--- src/hw/supply_mon_pkg.sv ---
package supply_mon_pkg;
  // ==========================================================
  // register map
  localparam logic [3:0] ADDR_PMSC = 4'h0; // power monitor status/control
  localparam int ADDR_W = 4;
  localparam int DATA_W = 8;
  // ==========================================================
  // bit positions
  localparam int BIT_WARN_FLAG = 7;
  localparam int BIT_WARN_ACK = 6;
  localparam int BIT_WARN_IRQ_EN = 5;
  localparam int BIT_DET_RST_EN = 4;
  localparam int BIT_DET_STOP_EN = 3;
  localparam int BIT_DET_EN = 2;
  localparam int BIT_REF_BUF_EN = 0;
  // ==========================================================
  // reset values of control bits
  localparam logic RST_WARN_IRQ_EN = 1'h0;
  localparam logic RST_DET_RST_EN = 1'h1;
  localparam logic RST_DET_STOP_EN = 1'h0;
  localparam logic RST_DET_EN = 1'h1;
  localparam logic RST_REF_BUF_EN = 1'h0;
  localparam logic [DATA_W-1:0] ZERO_BYTE = 8'h00;
endpackage

--- src/hw/low_voltage_detect_control.sv ---
`timescale 1ns/100ps
`default_nettype none
// Operation
// - bit 7 sticky supply warning flag
// - warning trip or low after reset sets flag
// - ack bit 6 clears flag once warning gone
// - irq enable bit 5 requests interrupt on flag
// - write-once reset enable forces reset on detect
// - stop enable keeps detection running in stop
// - write-once detect enable gates detection logic
// - bit 0 enables bandgap reference buffer
// - write-once bits take first write only
module low_voltage_detect_control (
  input wire logic clock,
  input wire logic rst,
  input wire logic [supply_mon_pkg::ADDR_W-1:0] addr,
  input wire logic [supply_mon_pkg::DATA_W-1:0] wdata,
  input wire logic wr,
  input wire logic rd,
  output logic [supply_mon_pkg::DATA_W-1:0] rdata,
  input wire logic supply_warn_trip,
  input wire logic supply_drop_detect,
  input wire logic stop_mode,
  output logic supply_warning_irq,
  output logic chip_reset_req,
  output logic detect_active,
  output logic reference_buffer_en
);
  // ==========================================================
  // decode
  logic wr_hit; // write to the control register
  logic rd_hit; // read of the control register
  assign wr_hit = wr && (addr == supply_mon_pkg::ADDR_PMSC);
  assign rd_hit = rd && (addr == supply_mon_pkg::ADDR_PMSC);
  // ==========================================================
  // control bits
  logic supply_warning_flag; // sticky flag
  logic supply_detect_reset_en; // write-once
  logic supply_detect_en; // write-once
  logic irq_en_ff; // plain read/write
  logic stop_en_ff;
  logic ref_buf_ff;
  logic nxt_irq_en;
  logic nxt_stop_en;
  logic nxt_ref_buf;
  // flag with ack, warning wins
  warn_flag u_flag (
    .clock(clock),
    .rst(rst),
    .warn_in(supply_warn_trip),
    .ack(wr_hit && wdata[supply_mon_pkg::BIT_WARN_ACK]),
    .flag(supply_warning_flag)
  );
  // reset enable, first write only
  write_once_bit #(.RST_VAL(supply_mon_pkg::RST_DET_RST_EN)) u_rst_en (
    .clock(clock),
    .rst(rst),
    .wr_en(wr_hit),
    .wr_bit(wdata[supply_mon_pkg::BIT_DET_RST_EN]),
    .q(supply_detect_reset_en)
  );
  // detect enable, first write only
  write_once_bit #(.RST_VAL(supply_mon_pkg::RST_DET_EN)) u_det_en (
    .clock(clock),
    .rst(rst),
    .wr_en(wr_hit),
    .wr_bit(wdata[supply_mon_pkg::BIT_DET_EN]),
    .q(supply_detect_en)
  );
  // read/write control bits
  always_comb begin
    nxt_irq_en = irq_en_ff;
    nxt_stop_en = stop_en_ff;
    nxt_ref_buf = ref_buf_ff;
    if (wr_hit) begin
      nxt_irq_en = wdata[supply_mon_pkg::BIT_WARN_IRQ_EN];
      nxt_stop_en = wdata[supply_mon_pkg::BIT_DET_STOP_EN];
      nxt_ref_buf = wdata[supply_mon_pkg::BIT_REF_BUF_EN];
    end
  end
  // register stage
  always_ff @(posedge clock or posedge rst) begin
    if (rst) begin
      irq_en_ff <= supply_mon_pkg::RST_WARN_IRQ_EN;
      stop_en_ff <= supply_mon_pkg::RST_DET_STOP_EN;
      ref_buf_ff <= supply_mon_pkg::RST_REF_BUF_EN;
    end else begin
      irq_en_ff <= nxt_irq_en;
      stop_en_ff <= nxt_stop_en;
      ref_buf_ff <= nxt_ref_buf;
    end
  end
  // ==========================================================
  // outputs and read data
  logic det_live; // detection running now
  logic [supply_mon_pkg::DATA_W-1:0] rd_img; // register image
  logic [supply_mon_pkg::DATA_W-1:0] rdata_ff;
  logic irq_ff;
  logic reset_ff;
  logic active_ff;
  logic bgb_ff;
  logic [supply_mon_pkg::DATA_W-1:0] nxt_rdata;
  logic nxt_irq;
  logic nxt_reset;
  logic nxt_active;
  // detection on only when enabled, and in stop only if allowed
  assign det_live = supply_detect_en && (!stop_mode || stop_en_ff);
  // read image; ack and bit 1 read zero
  always_comb begin
    rd_img = supply_mon_pkg::ZERO_BYTE;
    rd_img[supply_mon_pkg::BIT_WARN_FLAG] = supply_warning_flag;
    rd_img[supply_mon_pkg::BIT_WARN_IRQ_EN] = irq_en_ff;
    rd_img[supply_mon_pkg::BIT_DET_RST_EN] = supply_detect_reset_en;
    rd_img[supply_mon_pkg::BIT_DET_STOP_EN] = stop_en_ff;
    rd_img[supply_mon_pkg::BIT_DET_EN] = supply_detect_en;
    rd_img[supply_mon_pkg::BIT_REF_BUF_EN] = ref_buf_ff;
  end
  // next values of the registered outputs
  always_comb begin
    nxt_rdata = rd_hit ? rd_img : supply_mon_pkg::ZERO_BYTE;
    nxt_irq = irq_en_ff && supply_warning_flag;
    nxt_reset = det_live && supply_detect_reset_en && supply_drop_detect;
    nxt_active = det_live;
  end
  // register stage
  always_ff @(posedge clock or posedge rst) begin
    if (rst) begin
      rdata_ff <= supply_mon_pkg::ZERO_BYTE;
      irq_ff <= 1'h0;
      reset_ff <= 1'h0;
      active_ff <= 1'h0;
      bgb_ff <= 1'h0;
    end else begin
      rdata_ff <= nxt_rdata;
      irq_ff <= nxt_irq;
      reset_ff <= nxt_reset;
      active_ff <= nxt_active;
      bgb_ff <= nxt_ref_buf;
    end
  end
  assign rdata = rdata_ff;
  assign supply_warning_irq = irq_ff;
  assign chip_reset_req = reset_ff;
  assign detect_active = active_ff;
  assign reference_buffer_en = bgb_ff;
endmodule
`default_nettype wire

--- src/hw/warn_flag.sv ---
`timescale 1ns/100ps
`default_nettype none
// ==========================================================
// sticky warning flag; a live warning wins over the acknowledge
module warn_flag (
  input wire logic clock,
  input wire logic rst,
  input wire logic warn_in,
  input wire logic ack,
  output logic flag
);
  logic flag_ff; // sticky flag
  logic nxt_flag;
  // set beats clear; after reset the live level sets it at once
  always_comb begin
    nxt_flag = flag_ff;
    if (ack) begin
      nxt_flag = 1'h0;
    end
    if (warn_in) begin
      nxt_flag = 1'h1;
    end
  end
  // register stage
  always_ff @(posedge clock or posedge rst) begin
    if (rst) begin
      flag_ff <= 1'h0;
    end else begin
      flag_ff <= nxt_flag;
    end
  end
  assign flag = flag_ff;
endmodule
`default_nettype wire

--- src/hw/write_once_bit.sv ---
`timescale 1ns/100ps
`default_nettype none
// ==========================================================
// control bit that takes only the first write after reset
module write_once_bit #(
  parameter logic RST_VAL = 1'h0
) (
  input wire logic clock,
  input wire logic rst,
  input wire logic wr_en,
  input wire logic wr_bit,
  output logic q
);
  logic q_ff; // stored value
  logic used_ff; // a write has already been taken
  logic nxt_q;
  logic nxt_used;
  // first write wins, later ones ignored
  always_comb begin
    nxt_q = q_ff;
    nxt_used = used_ff;
    if (wr_en && !used_ff) begin
      nxt_q = wr_bit;
      nxt_used = 1'h1;
    end
  end
  // register stage
  always_ff @(posedge clock or posedge rst) begin
    if (rst) begin
      q_ff <= RST_VAL;
      used_ff <= 1'h0;
    end else begin
      q_ff <= nxt_q;
      used_ff <= nxt_used;
    end
  end
  assign q = q_ff;
endmodule
`default_nettype wire

--- config.mk ---
export PLATFORM = sky130hd
export DESIGN_NAME = low_voltage_detect_control
export DESIGN_NICKNAME = d
export VERILOG_FILES = /design/src/hw/supply_mon_pkg.sv /design/src/hw/low_voltage_detect_control.sv /design/src/hw/warn_flag.sv /design/src/hw/write_once_bit.sv
export SDC_FILE = /design/constraint.sdc
export NUM_CORES = 1
export LEC_CHECK = 0
export ABC_AREA = 1
export BUFFER_PORTS_ARGS = -buffer_cell sky130_fd_sc_hd__buf_4
export CORE_MARGIN = 2
export CORE_UTILIZATION = 50
export CTS_BUF_LIST = sky130_fd_sc_hd__clkbuf_4
export DETAILED_ROUTE_END_ITERATION = 7
export GPL_TIMING_DRIVEN = 0
export PLACE_DENSITY = 0.89
export SETUP_SLACK_MARGIN = 0.3
export SLEW_MARGIN = 20
export SYNTH_ARGS = -nofsm -noshare
export SYNTH_HDL_FRONTEND = slang
export SYNTH_SLANG_ARGS = --single-unit
export TNS_END_PERCENT = 20
--- constraint.sdc ---
create_clock -name clock -period 1.2 [get_ports clock]
set_input_delay 0.06 -clock clock [delete_from_list [all_inputs] [get_ports clock]]
set_output_delay 0.06 -clock clock [all_outputs]
set_load 0.05 [all_outputs]
==> results of run 1 <==
## cells in the final DEF (no fill, tap or decap), drive strengths merged
cell type | Yosys | final
clkinvlp | 0 | 1
nand3 | 3 | 3
nor2 | 10 | 10
o21ai | 3 | 3
dlygate4sd3 | 0 | 8
buf | 2 | 28
conb | 1 | 2
clkbuf | 0 | 4
nand4 | 3 | 3
inv | 13 | 12
dfstp | 2 | 2
dfrtp | 15 | 15
nand2 | 16 | 16
## per-layer routing
| layer | wire (µm) | vias to the layer above |
|---|---|---|
| met5 | 0 | - |
| met4 | 39 | 0 |
| met3 | 72 | 4 |
| met2 | 669 | 25 |
| met1 | 521 | 232 |
| li1 | - | 279 |
## worst max-delay path by stage
| stage | start | to | slack, ps | cells past startpoint |
|---|---|---|---|---|
| final | reference_buffer_en | reference_buffer_en | 270 | 1 |
| after global routing | reference_buffer_en | reference_buffer_en | 250 | 1 |
| after detailed placement | addr[1] | reference_buffer_en | 300 | 5 |
| after CTS | reference_buffer_en | reference_buffer_en | 280 | 1 |
| after global placement | addr[1] | irq_en_ff | 340 | 5 |
| after floorplan | reference_buffer_en | reference_buffer_en | 400 | 2 |
## Yosys cell counts, drive strengths merged
library cell  instances
o21ai                 3
inv                  13
dfstp                 2
nand4                 3
nand3                 3
nand2                16
conb                  1
nor2                 10
dfrtp                15
buf                   2
## repair_timing
item                                    CTS  global route
endpoints found under the setup margin    8            26
hold buffers                              8             0
gates cloned                              0             0
resized for setup                         2             1
buffers inserted                          0             0
hold endpoints to repair                 22             0
## where the power goes
part / switching, mW / internal (mW) / total [mW]
logic: 0.148 / 0.101 / 0.249
clock network: 0.171 / 0.152 / 0.323
registers: 0.0160 / 0.609 / 0.625
total: 0.335 / 0.861 / 1.20
## per-stage QoR
stage / std cells / power, mW / util
3_3_place_gp: 110 / 0.846 / 0.690
2_1_floorplan: 69 / 0.767 / -
5_1_grt: 122 / 1.25 / 0.786
6_report: 122 / 1.20 / 0.786
3_5_place_dp: 110 / 0.853 / 0.690
4_1_cts: 122 / 1.19 / 0.783
## flip-flops by register name, indices dropped and copies added (netlist names)
register	cells
reference_buffer_en	1
u_rst_en.q	1
rdata	6
u_rst_en.used_ff	1
detect_active	1
u_det_en.used_ff	1
chip_reset_req	1
u_det_en.q	1
u_flag.flag	1
irq_en_ff	1
stop_en_ff	1
supply_warning_irq	1
## cell families after synthesis
group	count (synthesis)
compound gates	3
buf+inv	15
flops	17
other cells	1
simple gates	32
## cell type report
class	instances	area share
Buffer	2	0.0151
Clock buffer	4	0.0301
Inverter	13	0.0527
Multi-Input combinational cell	37	0.169
Sequential cell	17	0.430
Tap cell	15	0.0188
Timing Repair Buffer	34	0.284
==> impl_metrics.py, run 1 <==
metrics = {
    "global_routing": {
        "overflow": 0,
        "grtUsageMet2": 0.363,
        "grt_max_degree": 18,
        "grtUsageMet3": 0.0167,
        "grt_pass1_vias": 513,
        "top_usage_layer": "met2",
        "grt.met1_usage": 0.213,
        "grtUsageTotal": 0.204,
        "antenna_found_initial": 0,
        "grt_pass1_wl_um": 2000,
    },
    "synthesis": {
        "synth_top_family_by_area": "simple AND/OR/NAND/NOR gates",
        "synth_top_area_frac": 0.571,
        "synth_xor_xnor_area_share": 0,
        "yosys.area_share.simple": 0.223,
        "avgSynthCellArea_um2": 9.66,
        "synthCells": 68,
        "synthDistinctLibCells": 13,
        "synthMuxAreaShare": 0,
        "yosysSeqAreaShare": 0.651,
        "ys_ff_latch": 17,
        "ys_warn_count": 0,
        "synthAdderAreaFrac": 0,
        "netlist_top_cells_area": "dfrtp_1 (57%), nand2_1 (8.6%), dfstp_2 (8.0%)",
        "synth_top_cell_by_area": "dfrtp_1",
        "synth-compound-area-share": 0.0229,
        "netlist_area_um2": 657,
    },
    "timing": {
        "fin_crit_ps": 925,
        "fmax_mhz": 1080,
        "fin_ws_ps": 275,
        "drv_slew": 0,
        "rsz0062_at_grt": "true",
        "fin_skew_ps": 7.94,
        "tns_ps": 0,
        "hold_slack_ps": 53.1,
        "hold_violations": 0,
        "finalCritPeriodShare": 0.771,
        "setup_violations": 0,
    },
    "route": {
        "routed-via-count": 540,
        "wl_per_cell_um": 10.7,
        "antenna_left": 0,
        "drt-initial-drc-count": 16,
        "drcViolationCount": 0,
        "viasPerCell": 4.43,
        "drt_wl_total_um": 1300,
        "firstDrtPassIters": 3,
    },
    "finish": {
        "regArea_um2": 429,
        "area_growth_syn_to_layout_pct": 51.8,
        "diodes": 0,
        "drive_gt1_frac": 0.374,
        "fill_cells": 96,
        "multi_input_area_um2": 169,
        "layout.nets": 127,
        "final_area_um2": 997,
    },
    "clock_tree": {
        "cts_tree": "built",
        "cts_sinks": 17,
        "root_buffer": "clkbuf_4",
        "clk-insertion-delay-late_ps": 290,
        "cts_made_buffers": 3,
        "cts.clk_slew.worst_paths_ps": 100,
        "clockBufferDepth": 2,
        "htree_levels": 1,
    },
    "placed_design": {
        "pre_cts_ws_ps": 305,
        "numPortBuffers": 26,
        "placed_cell_area_um2": 876,
        "gp_congestion": 0.746,
        "post-dp-hpwl_um": 894,
    },
    "power": {
        "p_leak_nw": 0.536,
        "max-vdd-ir-drop_mv": 0.844,
        "cellPowerDensity_nw_per_um2": 1200,
    },
    "job": {
        "max_cap_violations": 0,
    },
    "critical_path": {
        "cp-start-kind": "flop",
        "regToRegStartpoint": "u_det_en.q",
        "rr_endpoint": "chip_reset_req",
        "reg2reg_depth": 2,
        "crit_path_max_incr_delay_ps": 420,
        "crit_required_ps": 1140,
        "crit_family": "flip-flops",
        "arrival_ps": 870,
        "crit_chain": "buf_6",
        "path_buf_inv": 1,
        "path_max_fanout": 2,
        "critPathKind": "flop to output port",
        "slowest_stage": "dfrtp_2",
        "critPathCaptureType": "output port",
        "rrSetupSlack_ps": 400,
    },
    "die": {
        "die_area_um2": 1620,
        "ios": 31,
        "die_h_um": 40.2,
        "rows": 13,
        "coreArea_um2": 1270,
        "start_util": 0.518,
        "die_w_um": 40.2,
    },
    "hold_path": {
        "hold_class": "input pin to flop",
        "worstHoldStart": "stop_mode",
        "hold_end": "detect_active",
        "min_path_cells": 4,
    },
    "outcome": {
        "outcome": "finished clean",
    },
}
Note: power is estimated with default switching activity, not from simulation.
==> inputs of run 2 (changes only) <==
CORE_UTILIZATION = 46   (was 50)
PLACE_DENSITY = 0.83   (was 0.89)
clock period = 0.9 ns   (was 1.2 ns; I/O delays follow)
==> impl_metrics.py, run 2 (synthesis gave the netlist of run 1 again) <==
metrics = {
    "clock_tree": {
        "root_buffer": "clkbuf_4",
        "cts_made_buffers": 3,
        "htree_levels": 1,
        "cts_sinks": 17,
        "hold_buffers": 4,
        "cts_tree": "built",
        "clockBufferDepth": 2,
        "clk-insertion-delay-late_ps": 290,
        "cts.clk_slew.worst_paths_ps": 90,
    },
    "placed_design": {
        "gp_congestion": 0.743,
        "dp_cells": 110,
        "numPortBuffers": 26,
        "post-dp-hpwl_um": 940,
    },
    "critical_path": {
        "crit_path_max_incr_delay_ps": 420,
        "path_buf_inv": 1,
        "crit_family": "flip-flops",
        "path_max_fanout": 2,
        "reg2reg_depth": 2,
        "arrival_ps": 860,
        "path_depth": 1,
        "cp-start-kind": "flop",
        "critPathKind": "flop to output port",
        "crit_chain": "buf_6",
        "crit_required_ps": 850,
        "slowest_stage": "dfrtp_2",
        "critPathCaptureType": "output port",
    },
    "global_routing": {
        "grt_max_degree": 18,
        "grt_pass1_wl_um": 2060,
        "grt_pass1_vias": 510,
        "grtUsageTotal": 0.164,
        "overflow": 0,
        "antenna_found_initial": 0,
    },
    "timing": {
        "slew_headroom": 0.603,
        "finalCritPeriodShare": 1.00,
        "fmax_mhz": 1110,
        "fin_crit_ps": 902,
        "setup_violations": 1,
        "hold_violations": 18,
        "fin_skew_ps": 1.97,
        "rsz0062_at_grt": "true",
        "fin_ws_ps": -2.18,
        "hold_slack_ps": -185,
        "tightest_slew_ps": 595,
        "drv_slew": 0,
    },
    "finish": {
        "final_cell_mix": "buf_4 (19), dfrtp_1 (14), nand2_1 (13), buf_6 (10), inv_2 (8)",
        "area_growth_syn_to_layout_pct": 53.7,
        "postLayoutCoreUtil": 0.766,
        "diodes": 0,
        "fill_cells": 95,
        "drive_gt1_frac": 0.519,
        "final_cell_count_no_fill": 119,
        "largest_reg_flops": 6,
        "layout.nets": 124,
        "final_common_cell": "buf_4",
    },
    "die": {
        "die_h_um": 41.8,
        "coreArea_um2": 1320,
        "ios": 31,
        "start_util": 0.499,
        "die_area_um2": 1750,
        "rows": 13,
        "die_w_um": 41.8,
    },
    "route": {
        "firstDrtPassIters": 3,
        "routed-via-count": 547,
        "drt-initial-drc-count": 10,
        "viasPerCell": 4.60,
        "drcViolationCount": 0,
        "wl_per_cell_um": 10.8,
        "antenna_left": 0,
        "drt_wl_total_um": 1290,
    },
    "hold_path": {
        "hold_class": "input pin to asynchronous set/reset pin",
    },
    "power": {
        "cellPowerDensity_nw_per_um2": 1620,
        "p_leak_nw": 0.527,
        "max-vdd-ir-drop_mv": 1.07,
    },
    "outcome": {
        "outcome": "complete, but fails checks",
        "failed_checks": "negative hold slack, negative setup slack",
    },
    "job": {
        "max_cap_violations": 0,
    },
}
==> run 2: timing repair <==
item                                    4_1_cts  5_1_grt
setup buffers                                 1        0
gates resized for setup                      19        5
endpoints found under the hold margin        22       18
pin swaps                                    19       16
endpoints found under the setup margin       27       27
==> run 2: final timing paths <==
kind / startpoint / end / slack [ps]
min in group clock: wdata[0] / reference_buffer_en / -30
worst min-delay path: rst / rdata[3] / -190
worst max-delay path: reference_buffer_en / reference_buffer_en / -2
worst max register to register: u_det_en.q / chip_reset_req / 130
max in group asynchronous: rst / reference_buffer_en / 660
worst min register to register: u_rst_en.used_ff / u_rst_en.used_ff / 470
==> run 2: metrics by stage <==
step                      instance area [µm²]  power [mW]  setup TNS, ps  setup WS, ps
after floorplan                           662        1.03              0           147
after global placement                    876        1.13              0          40.2
after detailed placement                  876        1.14              0          14.6
after CTS                                 997        1.64          -8.30         -8.30
after global routing                     1010        1.72           -158         -34.2
final                                    1010        1.63          -2.18         -2.18
==> run 2: area by class of cell <==
cell class,instances,area (µm²),share of cell area
Multi-Input combinational cell,37,188,0.186
Timing Repair Buffer,31,280,0.278
Inverter,13,48.8,0.0483
Sequential cell,17,429,0.425
Clock buffer,4,30.0,0.0297
Buffer,2,15.0,0.0149
Tap cell,15,18.8,0.0186
==> run 2: where the power goes <==
part           total, mW  internal [mW]  switching, mW
clock              0.432          0.203          0.229
combinational      0.361          0.152          0.208
sequential         0.838          0.812         0.0266
total               1.63           1.17          0.464
==> run 2: layer usage <==
layer / part of all wire / vias to the layer above / GRT usage
met5: 0 / - / 0
met4: 0.018 / 0 / 0.0774
met1: 0.40 / 247 / 0.179
li1: - / 274 / -
met2: 0.52 / 24 / 0.281
met3: 0.060 / 2 / 0.0565
==> inputs of run 3 (changes only) <==
CORE_UTILIZATION = 42   (was 46)
PLACE_DENSITY = 0.8   (was 0.83)
clock period = 0.8 ns   (was 0.9 ns; I/O delays follow)
==> impl_metrics.py, run 3 (synthesis gave the netlist of run 1 again) <==
metrics = {
    "global_routing": {
        "antenna_found_initial": 0,
        "grtUsageTotal": 0.149,
        "grt_pass1_vias": 494,
        "grt_pass1_wl_um": 2000,
        "grt_max_degree": 18,
        "overflow": 0,
    },
    "timing": {
        "tightest_slew_ps": 622,
        "hold_slack_ps": -191,
        "finalCritPeriodShare": 1.14,
        "setup_violations": 10,
        "rsz0062_at_grt": "true",
        "fmax_mhz": 1090,
        "slew_headroom": 0.585,
        "fin_skew_ps": 15.4,
        "hold_violations": 22,
        "fin_crit_ps": 914,
        "fin_ws_ps": -114,
        "drv_slew": 0,
    },
    "clock_tree": {
        "cts_tree": "built",
        "cts.clk_slew.worst_paths_ps": 110,
        "cts_made_buffers": 3,
        "root_buffer": "clkbuf_4",
        "clockBufferDepth": 2,
        "clk-insertion-delay-late_ps": 300,
        "cts_sinks": 17,
        "htree_levels": 1,
    },
    "power": {
        "combPwrFrac": 0.219,
        "p_int_mw": 1.26,
        "cellPowerDensity_nw_per_um2": 1850,
        "switching_power_mw": 0.551,
        "p_leak_nw": 0.513,
        "seqPwrFrac": 0.521,
        "finalPower_mw": 1.81,
        "p_sw_frac": 0.303,
        "max-vdd-ir-drop_mv": 0.830,
        "p_clk_frac": 0.260,
    },
    "finish": {
        "diodes": 0,
        "final_area_um2": 980,
        "final_cell_mix": "buf_4 (19), dfrtp_1 (14), nand2_1 (13), buf_6 (10), inv_2 (8)",
        "area_growth_syn_to_layout_pct": 49.1,
        "largest_reg_flops": 6,
        "postLayoutCoreUtil": 0.658,
        "drive_gt1_frac": 0.550,
        "layout.nets": 120,
        "final_common_cell": "buf_4",
        "final_cell_count_no_fill": 116,
    },
    "hold_path": {
        "hold_class": "input pin to asynchronous set/reset pin",
    },
    "critical_path": {
        "cp-start-kind": "flop",
        "regToRegStartpoint": "u_det_en.q",
        "startpoint": "reference_buffer_en",
        "critPathCaptureType": "output port",
        "critPathKind": "flop to output port",
        "crit_path_max_incr_delay_ps": 420,
        "crit_family": "flip-flops",
        "path_max_fanout": 2,
        "slowest_stage": "dfrtp_2",
        "path_buf_inv": 1,
        "crit_required_ps": 760,
        "crit_chain": "buf_6",
        "arrival_ps": 870,
    },
    "die": {
        "start_util": 0.441,
        "coreArea_um2": 1490,
        "rows": 14,
        "die_w_um": 43.5,
        "die_h_um": 43.5,
        "ios": 31,
        "die_area_um2": 1900,
    },
    "placed_design": {
        "gp_congestion": 0.698,
        "dp_cells": 111,
        "numPortBuffers": 26,
        "post-dp-hpwl_um": 820,
        "placed_cell_area_um2": 877,
    },
    "route": {
        "firstDrtPassIters": 2,
        "routed-via-count": 526,
        "wl_per_cell_um": 10.4,
        "drcViolationCount": 0,
        "drt_wl_total_um": 1210,
        "antenna_left": 0,
        "drt-initial-drc-count": 9,
        "viasPerCell": 4.53,
    },
    "outcome": {
        "failed_checks": "negative hold slack, negative setup slack",
        "outcome": "complete, but fails checks",
    },
    "job": {
        "max_cap_violations": 0,
    },
}
==> run 3: layout make-up <==
cell class	instances	area, µm²
fillers	122	509
flip-flops and latches	17	429
repair buffers	27	240
multi-input cells	37	199
inverters	13	48.8
clock buffers	3	22.5
well taps	16	20.0
plain buffers	2	15.0
clock inverters	1	5.00
==> run 3: through the flow <==
stage               setup slack, ps  setup TNS (ps)
floorplan                      47.2               0
global placement              -45.6            -360
detailed placement            -68.2            -536
CTS                            -113            -794
global route                   -133           -1080
finish                         -114            -770
==> run 3: worst paths after layout <==
kind,end,slack (ps),cells past startpoint
hold / removal,rdata[5],-190,2
setup / recovery,reference_buffer_en,-110,1
hold reg to reg,u_rst_en.used_ff,470,2
setup reg to reg,chip_reset_req,30,2
min in group clock,u_flag.flag,-90,3
max in group asynchronous,reference_buffer_en,560,2
==> run 3: repair_timing <==
item / CTS / global route
gates resized for setup: 16 / 10
buffers inserted: 1 / 0
pin swaps: 18 / 14
endpoints found under the hold margin: 23 / 22
endpoints found under the setup margin: 27 / 27
==> run 3: layer usage <==
layer,global-route usage,up-vias,routed length [µm]
met5,0,-,0
met4,0.109,0,26
met3,0.0333,2,87
met2,0.226,27,574
met1,0.184,230,520
li1,-,267,-
==> run 3: power by group through the flow <==
| stage | registers [mW] | logic, mW | clock network, mW |
|---|---|---|---|
| floorplan | 1.05 | 0.107 | 0 |
| global placement | 0.950 | 0.323 | 0 |
| detailed placement | 0.954 | 0.327 | 0 |
| CTS | 0.942 | 0.369 | 0.470 |
| global route | 0.947 | 0.430 | 0.518 |
| finish | 0.945 | 0.398 | 0.472 |
